**config.mk**
```make
export PLATFORM = sky130hd
export DESIGN_NAME = spi_slave_port_flat
export DESIGN_NICKNAME = d
export VERILOG_FILES = /design/src/rtl/spi_port_pkg.sv /design/src/rtl/spi_link_if.sv /design/src/rtl/spi_slave_port.sv /design/src/flat_wrapper.sv
export SDC_FILE = /design/constraint.sdc
export NUM_CORES = 1
export LEC_CHECK = 0
export BUFFER_PORTS_ARGS = -buffer_cell sky130_fd_sc_hd__buf_4
export CORE_MARGIN = 2
export CORE_UTILIZATION = 40
export DETAILED_ROUTE_END_ITERATION = 8
export HOLD_SLACK_MARGIN = 0.05
export PLACE_DENSITY = 0.58
export SYNTH_ARGS = -nofsm -noshare
export SYNTH_HDL_FRONTEND = slang
export SYNTH_SLANG_ARGS = --single-unit
```
**constraint.sdc**
```tcl
create_clock -name hclk -period 2.48 [get_ports hclk]
set_input_delay 0.372 -clock hclk [delete_from_list [all_inputs] [get_ports hclk]]
set_output_delay 0.372 -clock hclk [all_outputs]
set_load 0.02 [all_outputs]
```
**src/rtl/spi_port_pkg.sv**
```systemverilog
// Purpose: Shared constants and types for the serial register port and its host
// Assumes: 100 MHz hclk
// Notes: Host register offsets are byte addresses on AHB-Lite
package spi_port_pkg;
   // =====================================================
   // Link framing
   localparam logic [2:0] BIT_LAST = 3'h7;
   localparam logic [3:0] BITS_PER_BYTE = 4'h8;
   localparam logic [7:0] ID_CMD = 8'hff;
   localparam logic [7:0] FILLER_BYTE = 8'h00;
   localparam logic [1:0] FILLER_COUNT = 2'h2;
   localparam logic [6:0] PKT_FIFO_FIRST = 7'h70;
   localparam logic [6:0] PKT_FIFO_LAST = 7'h73;
   localparam logic [1:0] TRAIL_EDGES = 2'h2;
   localparam int FIFO_DEPTH = 4;
   // =====================================================
   // Timing
   localparam int CLK_PERIOD_NS = 10;
   localparam int SCLK_HALF_NS = 80;
   localparam int SCLK_HALF_CYC = (SCLK_HALF_NS + CLK_PERIOD_NS - 1) / CLK_PERIOD_NS;
   // =====================================================
   // Host register map
   localparam logic [7:0] OFS_CMD = 8'h00;
   localparam logic [7:0] OFS_TX = 8'h04;
   localparam logic [7:0] OFS_RX = 8'h08;
   localparam logic [7:0] OFS_STAT = 8'h0c;
   // =====================================================
   // State encodings
   typedef enum logic [1:0] {PH_CMD, PH_WRITE, PH_READ, PH_ID} phase_t;
   typedef enum logic [1:0] {H_IDLE, H_SHIFT, H_TRAIL} host_state_t;
endpackage : spi_port_pkg

```
**src/rtl/spi_link_if.sv**
```systemverilog
// Purpose: Four-wire serial link between host and register port
// Assumes: Mode 0 framing
// Notes: No clocking block; bench joins the ends
`timescale 1ns/10ps
interface spi_link_if;
   logic sclk;
   logic cs_n;
   logic mosi;
   logic miso;
   modport dev (input sclk, input cs_n, input mosi, output miso);
   modport host (output sclk, output cs_n, output mosi, input miso);
endinterface : spi_link_if

```
**src/rtl/spi_slave_port.sv**
```systemverilog
// Functional notes
// - Mode 0 only, clock idles low
// - Sample on rise, change on fall
// - Host frames transaction with select low
// - Whole bytes; partial byte dropped
// - Command MSB: 1 write, 0 read
// - Low seven bits give start address
// - Write bytes go to addressed register
// - Outgoing line meaningless during writes
// - Host adds two rising edges after write
// - Host may use scratch read for edges
// - Read ignores input after command
// - Two fillers, then register data bytes
// - Reads need no trailing edges
// - Most significant bit first always
// - Only the controller port is reached
// - Address advances after each byte
// - Packet FIFO addresses hold; writes ignored
// - Command 0xFF returns identification byte
//
// Purpose: Device end of the serial register port
// Assumes: Link pins asynchronous to hclk, sclk at least 8 hclk per half
// Notes: Write bytes pass a small FIFO towards the controller
//
// Our own choices: the register offsets and register access over AHB-Lite.
`timescale 1ns/10ps

module byte_fifo #(
   parameter int WIDTH = 15,
   parameter int DEPTH = 4
) (
   input wire logic hclk,
   input wire logic hresetn,
   input wire logic in_valid,
   output logic in_ready,
   input wire logic [WIDTH-1:0] in_data,
   output logic out_valid,
   input wire logic out_ready,
   output logic [WIDTH-1:0] out_data
);
   localparam int PW = $clog2(DEPTH);
   typedef struct packed {
      logic [DEPTH-1:0][WIDTH-1:0] mem;
      logic [PW-1:0] wr_ptr;
      logic [PW-1:0] rd_ptr;
      logic [PW:0] count;
   } fifo_state_t;
   fifo_state_t s_q;
   fifo_state_t s_d;
   logic push;
   logic pop;

   assign in_ready = (s_q.count != (PW+1)'(DEPTH));
   assign out_valid = (s_q.count != '0);
   assign out_data = s_q.mem[s_q.rd_ptr];

   // =====================================================
   // Next state
   always_comb begin
      s_d = s_q;
      push = in_valid & in_ready;
      pop = out_valid & out_ready;
      if (push) begin
         s_d.mem[s_q.wr_ptr] = in_data;
         s_d.wr_ptr = (s_q.wr_ptr == PW'(DEPTH - 1)) ? '0 : s_q.wr_ptr + 1'b1;
      end
      if (pop) begin
         s_d.rd_ptr = (s_q.rd_ptr == PW'(DEPTH - 1)) ? '0 : s_q.rd_ptr + 1'b1;
      end
      if (push && !pop) begin
         s_d.count = s_q.count + 1'b1;
      end else if (pop && !push) begin
         s_d.count = s_q.count - 1'b1;
      end
   end

   always_ff @(posedge hclk or negedge hresetn) begin
      if (!hresetn) begin
         s_q <= '0;
      end else begin
         s_q <= s_d;
      end
   end
endmodule : byte_fifo

module spi_slave_port
   import spi_port_pkg::*;
#(
   parameter logic [7:0] DEV_ID = 8'h5a, // Arbitrary value
   parameter int WR_DEPTH = FIFO_DEPTH
) (
   input wire logic hclk,
   input wire logic hresetn,
   spi_link_if.dev link,
   output logic wr_valid,
   input wire logic wr_ready,
   output logic [6:0] wr_addr,
   output logic [7:0] wr_data,
   output logic wr_room,
   output logic rd_req,
   output logic [6:0] rd_addr,
   input wire logic [7:0] rd_data
);
   typedef struct packed {
      logic sclk_m;
      logic sclk_s;
      logic sclk_p;
      logic sel_m;
      logic sel_s;
      logic mosi_m;
      logic mosi_s;
      phase_t phase;
      logic [2:0] bit_cnt;
      logic [6:0] rx;
      logic [6:0] addr;
      logic [1:0] fill;
      logic [7:0] tx;
      logic [7:0] rd_buf;
      logic rd_pend;
      logic rd_req;
      logic push;
      logic [14:0] push_word;
      logic miso;
   } dev_state_t;
   dev_state_t s_q;
   dev_state_t s_d;
   logic rise;
   logic fall;
   logic [7:0] byte_v;
   logic [6:0] addr_next;

   assign link.miso = s_q.miso;
   assign rd_req = s_q.rd_req;
   assign rd_addr = s_q.addr;

   // =====================================================
   // Write path buffer
   byte_fifo #(.WIDTH(15), .DEPTH(WR_DEPTH)) u_wr_fifo (
      .hclk(hclk),
      .hresetn(hresetn),
      .in_valid(s_q.push),
      .in_ready(wr_room),
      .in_data(s_q.push_word),
      .out_valid(wr_valid),
      .out_ready(wr_ready),
      .out_data({wr_addr, wr_data})
   );

   // =====================================================
   // Next state
   always_comb begin
      s_d = s_q;
      s_d.sclk_m = link.sclk;
      s_d.sclk_s = s_q.sclk_m;
      s_d.sclk_p = s_q.sclk_s;
      s_d.sel_m = ~link.cs_n;
      s_d.sel_s = s_q.sel_m;
      s_d.mosi_m = link.mosi;
      s_d.mosi_s = s_q.mosi_m;
      s_d.rd_req = 1'b0;
      s_d.push = 1'b0;
      s_d.rd_pend = s_q.rd_req;
      rise = s_q.sclk_s & ~s_q.sclk_p;
      fall = ~s_q.sclk_s & s_q.sclk_p;
      byte_v = {s_q.rx, s_q.mosi_s};
      if (s_q.addr >= PKT_FIFO_FIRST && s_q.addr <= PKT_FIFO_LAST) begin
         addr_next = s_q.addr;
      end else begin
         addr_next = s_q.addr + 7'h01;
      end
      if (s_q.rd_pend) begin
         s_d.rd_buf = rd_data;
      end
      if (!s_q.sel_s) begin
         s_d.phase = PH_CMD;
         s_d.bit_cnt = '0;
         s_d.fill = '0;
         s_d.tx = '0;
         s_d.miso = 1'b0;
      end else begin
         if (rise) begin
            s_d.rx = {s_q.rx[5:0], s_q.mosi_s};
            s_d.bit_cnt = s_q.bit_cnt + 3'h1;
            if (s_q.bit_cnt == BIT_LAST) begin
               case (s_q.phase)
                  PH_CMD: begin
                     s_d.fill = '0;
                     s_d.addr = byte_v[6:0];
                     if (byte_v == ID_CMD) begin
                        s_d.phase = PH_ID;
                     end else if (byte_v[7]) begin
                        s_d.phase = PH_WRITE;
                     end else begin
                        s_d.phase = PH_READ;
                        s_d.rd_req = 1'b1;
                     end
                  end
                  PH_WRITE: begin
                     if (addr_next != s_q.addr) begin
                        s_d.push = 1'b1;
                        s_d.push_word = {s_q.addr, byte_v};
                     end
                     s_d.addr = addr_next;
                  end
                  default: begin
                  end
               endcase
            end
         end
         if (fall) begin
            if (s_q.bit_cnt == 3'h0) begin
               case (s_q.phase)
                  PH_READ: begin
                     if (s_q.fill < FILLER_COUNT) begin
                        s_d.tx = FILLER_BYTE;
                        s_d.fill = s_q.fill + 2'h1;
                     end else begin
                        s_d.tx = s_q.rd_buf;
                        s_d.addr = addr_next;
                        s_d.rd_req = 1'b1;
                     end
                  end
                  PH_ID: begin
                     s_d.tx = (s_q.fill == 2'h0) ? DEV_ID : FILLER_BYTE;
                     s_d.fill = 2'h1;
                  end
                  default: begin
                     s_d.tx = FILLER_BYTE;
                  end
               endcase
               s_d.miso = s_d.tx[7];
            end else begin
               s_d.tx = {s_q.tx[6:0], 1'b0};
               s_d.miso = s_q.tx[6];
            end
         end
      end
   end

   always_ff @(posedge hclk or negedge hresetn) begin
      if (!hresetn) begin
         s_q <= '0;
      end else begin
         s_q <= s_d;
      end
   end
endmodule : spi_slave_port

```
**src/flat_wrapper.sv**
```systemverilog
// flat-port wrapper written by rule: the top's interface ports become plain ports
module spi_slave_port_flat import spi_port_pkg::*;
#(
   parameter logic [7:0] DEV_ID = 8'h5a,                   
   parameter int WR_DEPTH = FIFO_DEPTH
)
  (hclk, hresetn, wr_valid, wr_ready, wr_addr, wr_data, wr_room, rd_req, rd_addr, rd_data, link_sclk, link_cs_n, link_mosi, link_miso);
  spi_link_if link_i ();
  input wire logic hclk;
  input wire logic hresetn;
  output logic wr_valid;
  input wire logic wr_ready;
  output logic [6:0] wr_addr;
  output logic [7:0] wr_data;
  output logic wr_room;
  output logic rd_req;
  output logic [6:0] rd_addr;
  input wire logic [7:0] rd_data;
  input wire logic [$bits(link_i.sclk)-1:0] link_sclk;
  input wire logic [$bits(link_i.cs_n)-1:0] link_cs_n;
  input wire logic [$bits(link_i.mosi)-1:0] link_mosi;
  output wire logic [$bits(link_i.miso)-1:0] link_miso;
  assign link_i.sclk = link_sclk;
  assign link_i.cs_n = link_cs_n;
  assign link_i.mosi = link_mosi;
  assign link_miso = link_i.miso;
  spi_slave_port #(.DEV_ID(DEV_ID), .WR_DEPTH(WR_DEPTH)) u_core (.hclk(hclk), .hresetn(hresetn), .link(link_i), .wr_valid(wr_valid), .wr_ready(wr_ready), .wr_addr(wr_addr), .wr_data(wr_data), .wr_room(wr_room), .rd_req(rd_req), .rd_addr(rd_addr), .rd_data(rd_data));
endmodule
```
==> flow_summary.json, run 1 <==
{
  "outcome": "finished, final reports clean",
  "crit_path_end_kind": "flop",
  "cts_resized": 0,
  "cts_made_buffers": 17,
  "path_class": "reg2reg",
  "vias": 3623,
  "tritoncts": "built",
  "report.final.slew_viol_count": 0,
  "async_reset_ff_share_pct": 100,
  "p_clk_share_pct": 48.5,
  "synth_cells": 440,
  "cp_slowest_cell": "dfrtp_1",
  "cap_violations": 0,
  "io_buffers": 39,
  "power_mw": 5.07,
  "yosys_register_bits": 129,
  "finalSetupViolCount": 0,
  "yosysTopAreaCellShare_pct": 53.7,
  "p_sw_mw": 1.13,
  "io_pins": 40,
  "irDropWorstVdd_mv": 0.492,
  "wl_um": 11600,
  "drc": 0,
  "synth.distinct_cells": 56,
  "worst_setup_path_start_kind": "flop",
  "post-place-cells": 648,
  "insertedDiodeCount": 0,
  "p_int_mw": 3.94,
  "start_util_pct": 41.2,
  "cts.root.buffer_cell": "clkbuf_16",
  "fin_crit_ps": 2200,
  "avgSynthCellArea_um2": 13.7,
  "crit_chain": "or3_1 > nand2_1 > ha_1 > inv_1 > fa_1 > xor2_1 > nor2_1 > xor2_1",
  "crit_required_ps": 2820,
  "via_per_inst": 5.33,
  "synth_fp_nets": 466,
  "die-height_um": 127,
  "dominantRegCellSynth": "dfrtp_1",
  "grt_max_degree": 130,
  "tns_ps": 0,
  "clock_sinks": 129,
  "p_sw_share_pct": 22.2,
  "critical-path-max-stage-delay_ps": 420,
  "rows": 44,
  "fin_worst_skew_ps": 9.84,
  "nNetsFinal": 510,
  "ys_warn_count": 0,
  "area_delta_synth_final_pct": 17.3,
  "clk_latency_ps": 420,
  "coreArea_um2": 14600,
  "htree_levels": 4,
  "p_leak_nw": 3.43,
  "ant_nets": 0,
  "grt_pass1_vias": 3804,
  "worst_pin_slew_ps": 687,
  "yosysSeqAreaShare_pct": 53.7,
  "synth-edff-count": 0,
  "p_comb_share_pct": 7.2,
  "yosysTopAreaCell": "dfrtp_1",
  "final_cells": 680,
  "cp_common_cell": "xor2_1",
  "die_w_um": 127,
  "drt_iter0_drc": 248,
  "reg2reg_depth": 8,
  "routedWlPerCell_um": 17.1,
  "fin_crit_sh_pct": 88.8,
  "crit_arrival_ps": 2550,
  "synthTopCellsByArea": "dfrtp_1, mux2_2, mux4_2",
  "firstDrtPassIters": 4,
  "place_hpwl_um": 7540,
  "slew_headroom_pct": 54.2,
  "pwr-share-seq_pct": 44.3,
  "min_path_type": "in2async",
  "hold_viol_final": 0,
  "grt_pass1_wl_um": 19500,
  "rsz0062_at_grt": "false",
  "syn-cell-area_um2": 6010,
  "crit_fanout": 4,
  "clkTransAtPathRegs_ps": 50,
  "grt.overflow.total": 0,
  "drive_gt1_share_pct": 40.1,
  "globalplace.congestion": 0.752,
  "grt_usage_pct": 15.6,
  "antenna_found_initial": 0,
  "dieArea_um2": 16000,
  "p_per_area_nw_per_um2": 719,
  "clockBufferDepth": 2,
  "clock.fmax_mhz": 454
}
synth_stat cells, types with 3 or more instances:
| master | n |
|---|---|
| buf_2 | 4 |
| buf_4 | 8 |
| a211oi_1 | 7 |
| mux4_2 | 15 |
| mux2_4 | 9 |
| a21o_1 | 3 |
| nand2_1 | 11 |
| buf_6 | 6 |
| o21ai_0 | 14 |
| nand2_2 | 4 |
| nor2b_1 | 9 |
| a31oi_1 | 3 |
| a22oi_1 | 3 |
| dfrtp_1 | 129 |
| clkbuf_1 | 10 |
| a2bb2oi_1 | 5 |
| o32ai_1 | 4 |
| nor2_1 | 22 |
| mux2i_1 | 5 |
| and3_1 | 3 |
| ha_1 | 11 |
| nand3_1 | 6 |
| a21oi_1 | 11 |
| inv_1 | 14 |
| a22o_1 | 4 |
| mux2_2 | 81 |
final timing paths:
check	to	slack [ps]	from
worst max-delay path	u_core.u_wr_fifo.s_q[2]$_DFFE_PN0P_	280	u_core.u_wr_fifo.s_q[0]$_DFFE_PN0P_
worst min-delay path	u_core.u_wr_fifo.s_q[5]$_DFFE_PN0P_	60	hresetn
worst max register to register	u_core.u_wr_fifo.s_q[2]$_DFFE_PN0P_	280	u_core.u_wr_fifo.s_q[0]$_DFFE_PN0P_
worst min register to register	u_core.s_d[60]$_DFF_PN0_	350	u_core.s_d[61]$_DFF_PN0_
max in group asynchronous	u_core.s_d[58]$_DFF_PN0_	1920	hresetn
min in group hclk	u_core.s_d[56]$_DFF_PN0_	60	link_mosi
repair_timing:
action | 4_1_cts | 5_1_grt
hold buffers | 1 | 0
buffers inserted | 0 | 0
setup endpoints to repair | 0 | 0
endpoints found under the hold margin | 1 | 0
final cells by class:
class	count	area (µm²)
inverter	14	52.6
sequential	129	3230
fill	1261	7540
multi-input combinational	268	2520
tap	184	230
clock inverter	5	75.1
timing repair buffer	54	433
clock buffer	26	509
flip-flops by register name, summed over array words and instances (netlist names):
register              cells
u_core.byte_v             8
u_core.link.miso          1
u_core.rd_addr            7
u_core.rd_req             1
u_core.s_d                4
u_core.s_q               41
u_core.u_wr_fifo.s_q     67
per-stage QoR:
stage / instance area [µm²] / worst slack, ps / util [%] / hold WS [ps]
2_1_floorplan: 6010 / 275 / - / 76.4
5_1_grt: 7050 / 124 / 48.3 / 54.2
6_report: 7050 / 277 / 48.3 / 63.0
3_5_place_dp: 6460 / 268 / 44.3 / 335
3_3_place_gp: 6460 / 359 / 44.3 / 332
4_1_cts: 7050 / 277 / 48.3 / 50.0
logic make-up (layout without fill, tap and decap cells):
kind of cell    Yosys count  count (layout)  share of synthesized area, %
fa+ha+maj                12              12                          2.62
compound gates           63              63                          7.43
simple gates             79              79                          7.46
xor+xnor                  4               4                         0.583
buf+inv                  43              99                          4.29
flops                   129             129                          53.7
mux                     110             110                          23.9
placed cells by master (no fill, tap or decap), types with 3 or more instances in the layout:
cell	n
a2bb2oi_1	5
mux2i_1	5
ha_1	11
a21o_1	3
dfrtp_1	129
a22o_1	4
o32ai_1	4
a31oi_1	3
buf_4	51
mux4_2	15
a211oi_1	7
clkbuf_8	5
nand2_2	4
nor2b_1	9
and3_1	3
clkbuf_16	17
nor2_1	22
a22oi_1	3
nand2_1	11
mux2_2	81
clkbuf_1	4
mux2_4	9
o21ai_0	14
clkinv_2	3
nand3_1	6
inv_1	14
a21oi_1	11
metal layers:
layer | GRT usage [%] | part of all wire, % | up-vias
met2 | 24.1 | 49 | 63
met1 | 20.7 | 46 | 1851
li1 | - | - | 1690
met5 | 0 | 0 | -
met4 | 7.11 | 2.1 | 0
met3 | 4.09 | 3.0 | 19
power groups by stage:
stage | sequential [mW] | combinational [mW] | clock, mW
2_1_floorplan | 2.26 | 0.237 | 0
3_3_place_gp | 2.28 | 0.361 | 0
3_5_place_dp | 2.28 | 0.371 | 0
4_1_cts | 2.25 | 0.373 | 2.51
5_1_grt | 2.26 | 0.411 | 2.61
6_report | 2.25 | 0.364 | 2.46
worst max-delay path, delay by kind of cell (launching register included):
kind	cells	cell delay, ps
adder cells (fa/ha/maj)	2	640
flip-flops	1	420
XOR/XNOR	2	320
buffers and inverters	1	70
AND/OR/NAND/NOR	3	680
(Power assumes the default switching activity.)
==> run 2: changes to the inputs <==
==> constraint.sdc (replaced) <==
create_clock -name hclk -period 2.76 [get_ports hclk]
set_input_delay 0.414 -clock hclk [delete_from_list [all_inputs] [get_ports hclk]]
set_output_delay 0.414 -clock hclk [all_outputs]
set_load 0.02 [all_outputs]
==> flow_summary.json, run 2 (synthesis gave the netlist of run 1 again) <==
{
  "groute.layer.met3.usage_pct": 4.77,
  "hold_viol_final": 0,
  "io_pins": 40,
  "largest_reg_flops": 67,
  "irDropWorstVdd_mv": 0.464,
  "outcome": "finished, final reports clean",
  "fin_area_um2": 7010,
  "hold_buffers": 0,
  "vias": 3578,
  "whs_ps": 45.1,
  "nNetsFinal": 504,
  "firstDrtPassIters": 4,
  "tns_ps": 0,
  "cts_resized": 0,
  "gr-usage-met2_pct": 24.7,
  "grt.overflow.total": 0,
  "place_hpwl_um": 7820,
  "tritoncts": "built",
  "mostFrequentLayoutCells": "dfrtp_1, mux2_2, buf_4",
  "path_class": "reg2reg",
  "grt_pass1_wl_um": 19700,
  "r2r_slack_ps": 500,
  "cts_made_buffers": 17,
  "p_per_area_nw_per_um2": 656,
  "grt_usage_pct": 15.8,
  "drt_iter0_drc": 211,
  "drc": 0,
  "crit_fanout": 9,
  "clock_sinks": 129,
  "fin_ws_ps": 501,
  "top_usage_layer": "met2",
  "post-place-cells": 643,
  "final_cells": 675,
  "dieArea_um2": 16000,
  "via_per_inst": 5.30,
  "crit_path_end_kind": "flop",
  "report.final.slew_viol_count": 0,
  "htree_levels": 4,
  "clkTransAtPathRegs_ps": 50,
  "antenna_found_initial": 0,
  "power_mw": 4.60,
  "placed_area_um2": 6410,
  "coreArea_um2": 14600,
  "start_util_pct": 41.2,
  "die-height_um": 127,
  "fin_crit_sh_pct": 81.9,
  "fin_worst_skew_ps": 17.9,
  "insertedDiodeCount": 0,
  "clock.fmax_mhz": 443,
  "clockBufferDepth": 2,
  "wl_um": 11800,
  "crit_required_ps": 3090,
  "worst_pin_slew_ps": 712,
  "clk_latency_ps": 420,
  "ant_nets": 0,
  "cts.root.buffer_cell": "clkbuf_16",
  "regMostFlops": "u_core.u_wr_fifo.s_q",
  "p_leak_nw": 3.39,
  "rows": 44,
  "slew_headroom_pct": 52.5,
  "critPathLaunch": "u_core.u_wr_fifo.s_q[0]$_DFFE_PN0P_",
  "grt_pass1_vias": 3822,
  "grt_max_degree": 55,
  "cap_violations": 0,
  "finalSetupViolCount": 0,
  "reg2reg_from": "u_core.u_wr_fifo.s_q[0]$_DFFE_PN0P_",
  "worst_setup_path_start_kind": "flop",
  "grtUsageMet1_pct": 21.2,
  "pre_cts_ws_ps": 532,
  "postCtsSetupRepairBufs": 0,
  "post-route-util_pct": 48.0,
  "crit_arrival_ps": 2590,
  "area_delta_synth_final_pct": 16.6,
  "min_path_type": "in2async",
  "rsz0062_at_grt": "false",
  "fin_crit_ps": 2260,
  "globalplace.congestion": 0.818,
  "io_buffers": 39,
  "routedWlPerCell_um": 17.4,
  "layout_commonest_cell": "dfrtp_1",
  "die_w_um": 127,
  "drive_gt1_share_pct": 40.5
}
==> run 2: changes by cell type in the layout (fill, tap and decap cells not counted) <==
cell / delta
clkinv_2: +2
clkbuf_1: -4
bufinv_16: +1
clkinvlp_4: +4
clkbuf_8: -4
clkinv_4: +1
inv_6: +1
buf_12: -1
buf_4: -4
dlygate4sd3_1: -1
==> run 2: path summary, 6_finish.rpt <==
check                                                 endpoint  depth (start not counted)
max                        u_core.u_wr_fifo.s_q[2]$_DFFE_PN0P_                          8
min                        u_core.u_wr_fifo.s_q[4]$_DFFE_PN0P_                          1
max reg2reg                u_core.u_wr_fifo.s_q[2]$_DFFE_PN0P_                          8
min reg2reg                           u_core.s_d[60]$_DFF_PN0_                          0
max in group asynchronous           u_core.s_q[14]$_DFFE_PN0P_                          2
min in group hclk                     u_core.s_d[61]$_DFF_PN0_                          1
==> run 2: final cells by class <==
class / instances / area (µm²)
fillers: 1277 / 7580
flip-flops and latches: 129 / 3230
multi-input cells: 268 / 2520
clock buffers: 18 / 439
repair buffers: 48 / 373
well taps: 184 / 230
clock inverters: 14 / 163
inverters: 14 / 52.6
==> run 2: worst max-delay path, cell delays in order (launching register included) <==
cell	delay, ps
dfrtp_1	430
nor2_1	100
a21boi_2	400
ha_1	290
inv_1	80
fa_1	430
xor2_1	180
nor2_1	120
xor2_1	160
==> run 2: power breakdown <==
group | internal [mW] | leakage [nW] | switching (mW) | total [mW]
clock | 1.44 | 0.288 | 0.825 | 2.26
combinational | 0.145 | 1.33 | 0.169 | 0.314
sequential | 1.95 | 1.77 | 0.0717 | 2.02
==> run 2: routing by layer <==
layer	wire, µm	vias to the layer above	part of all wire, %
met1	5570	1824	47
met3	382	14	3.2
met4	156	0	1.3
li1	-	1684	-
met5	0	-	0
met2	5670	56	48
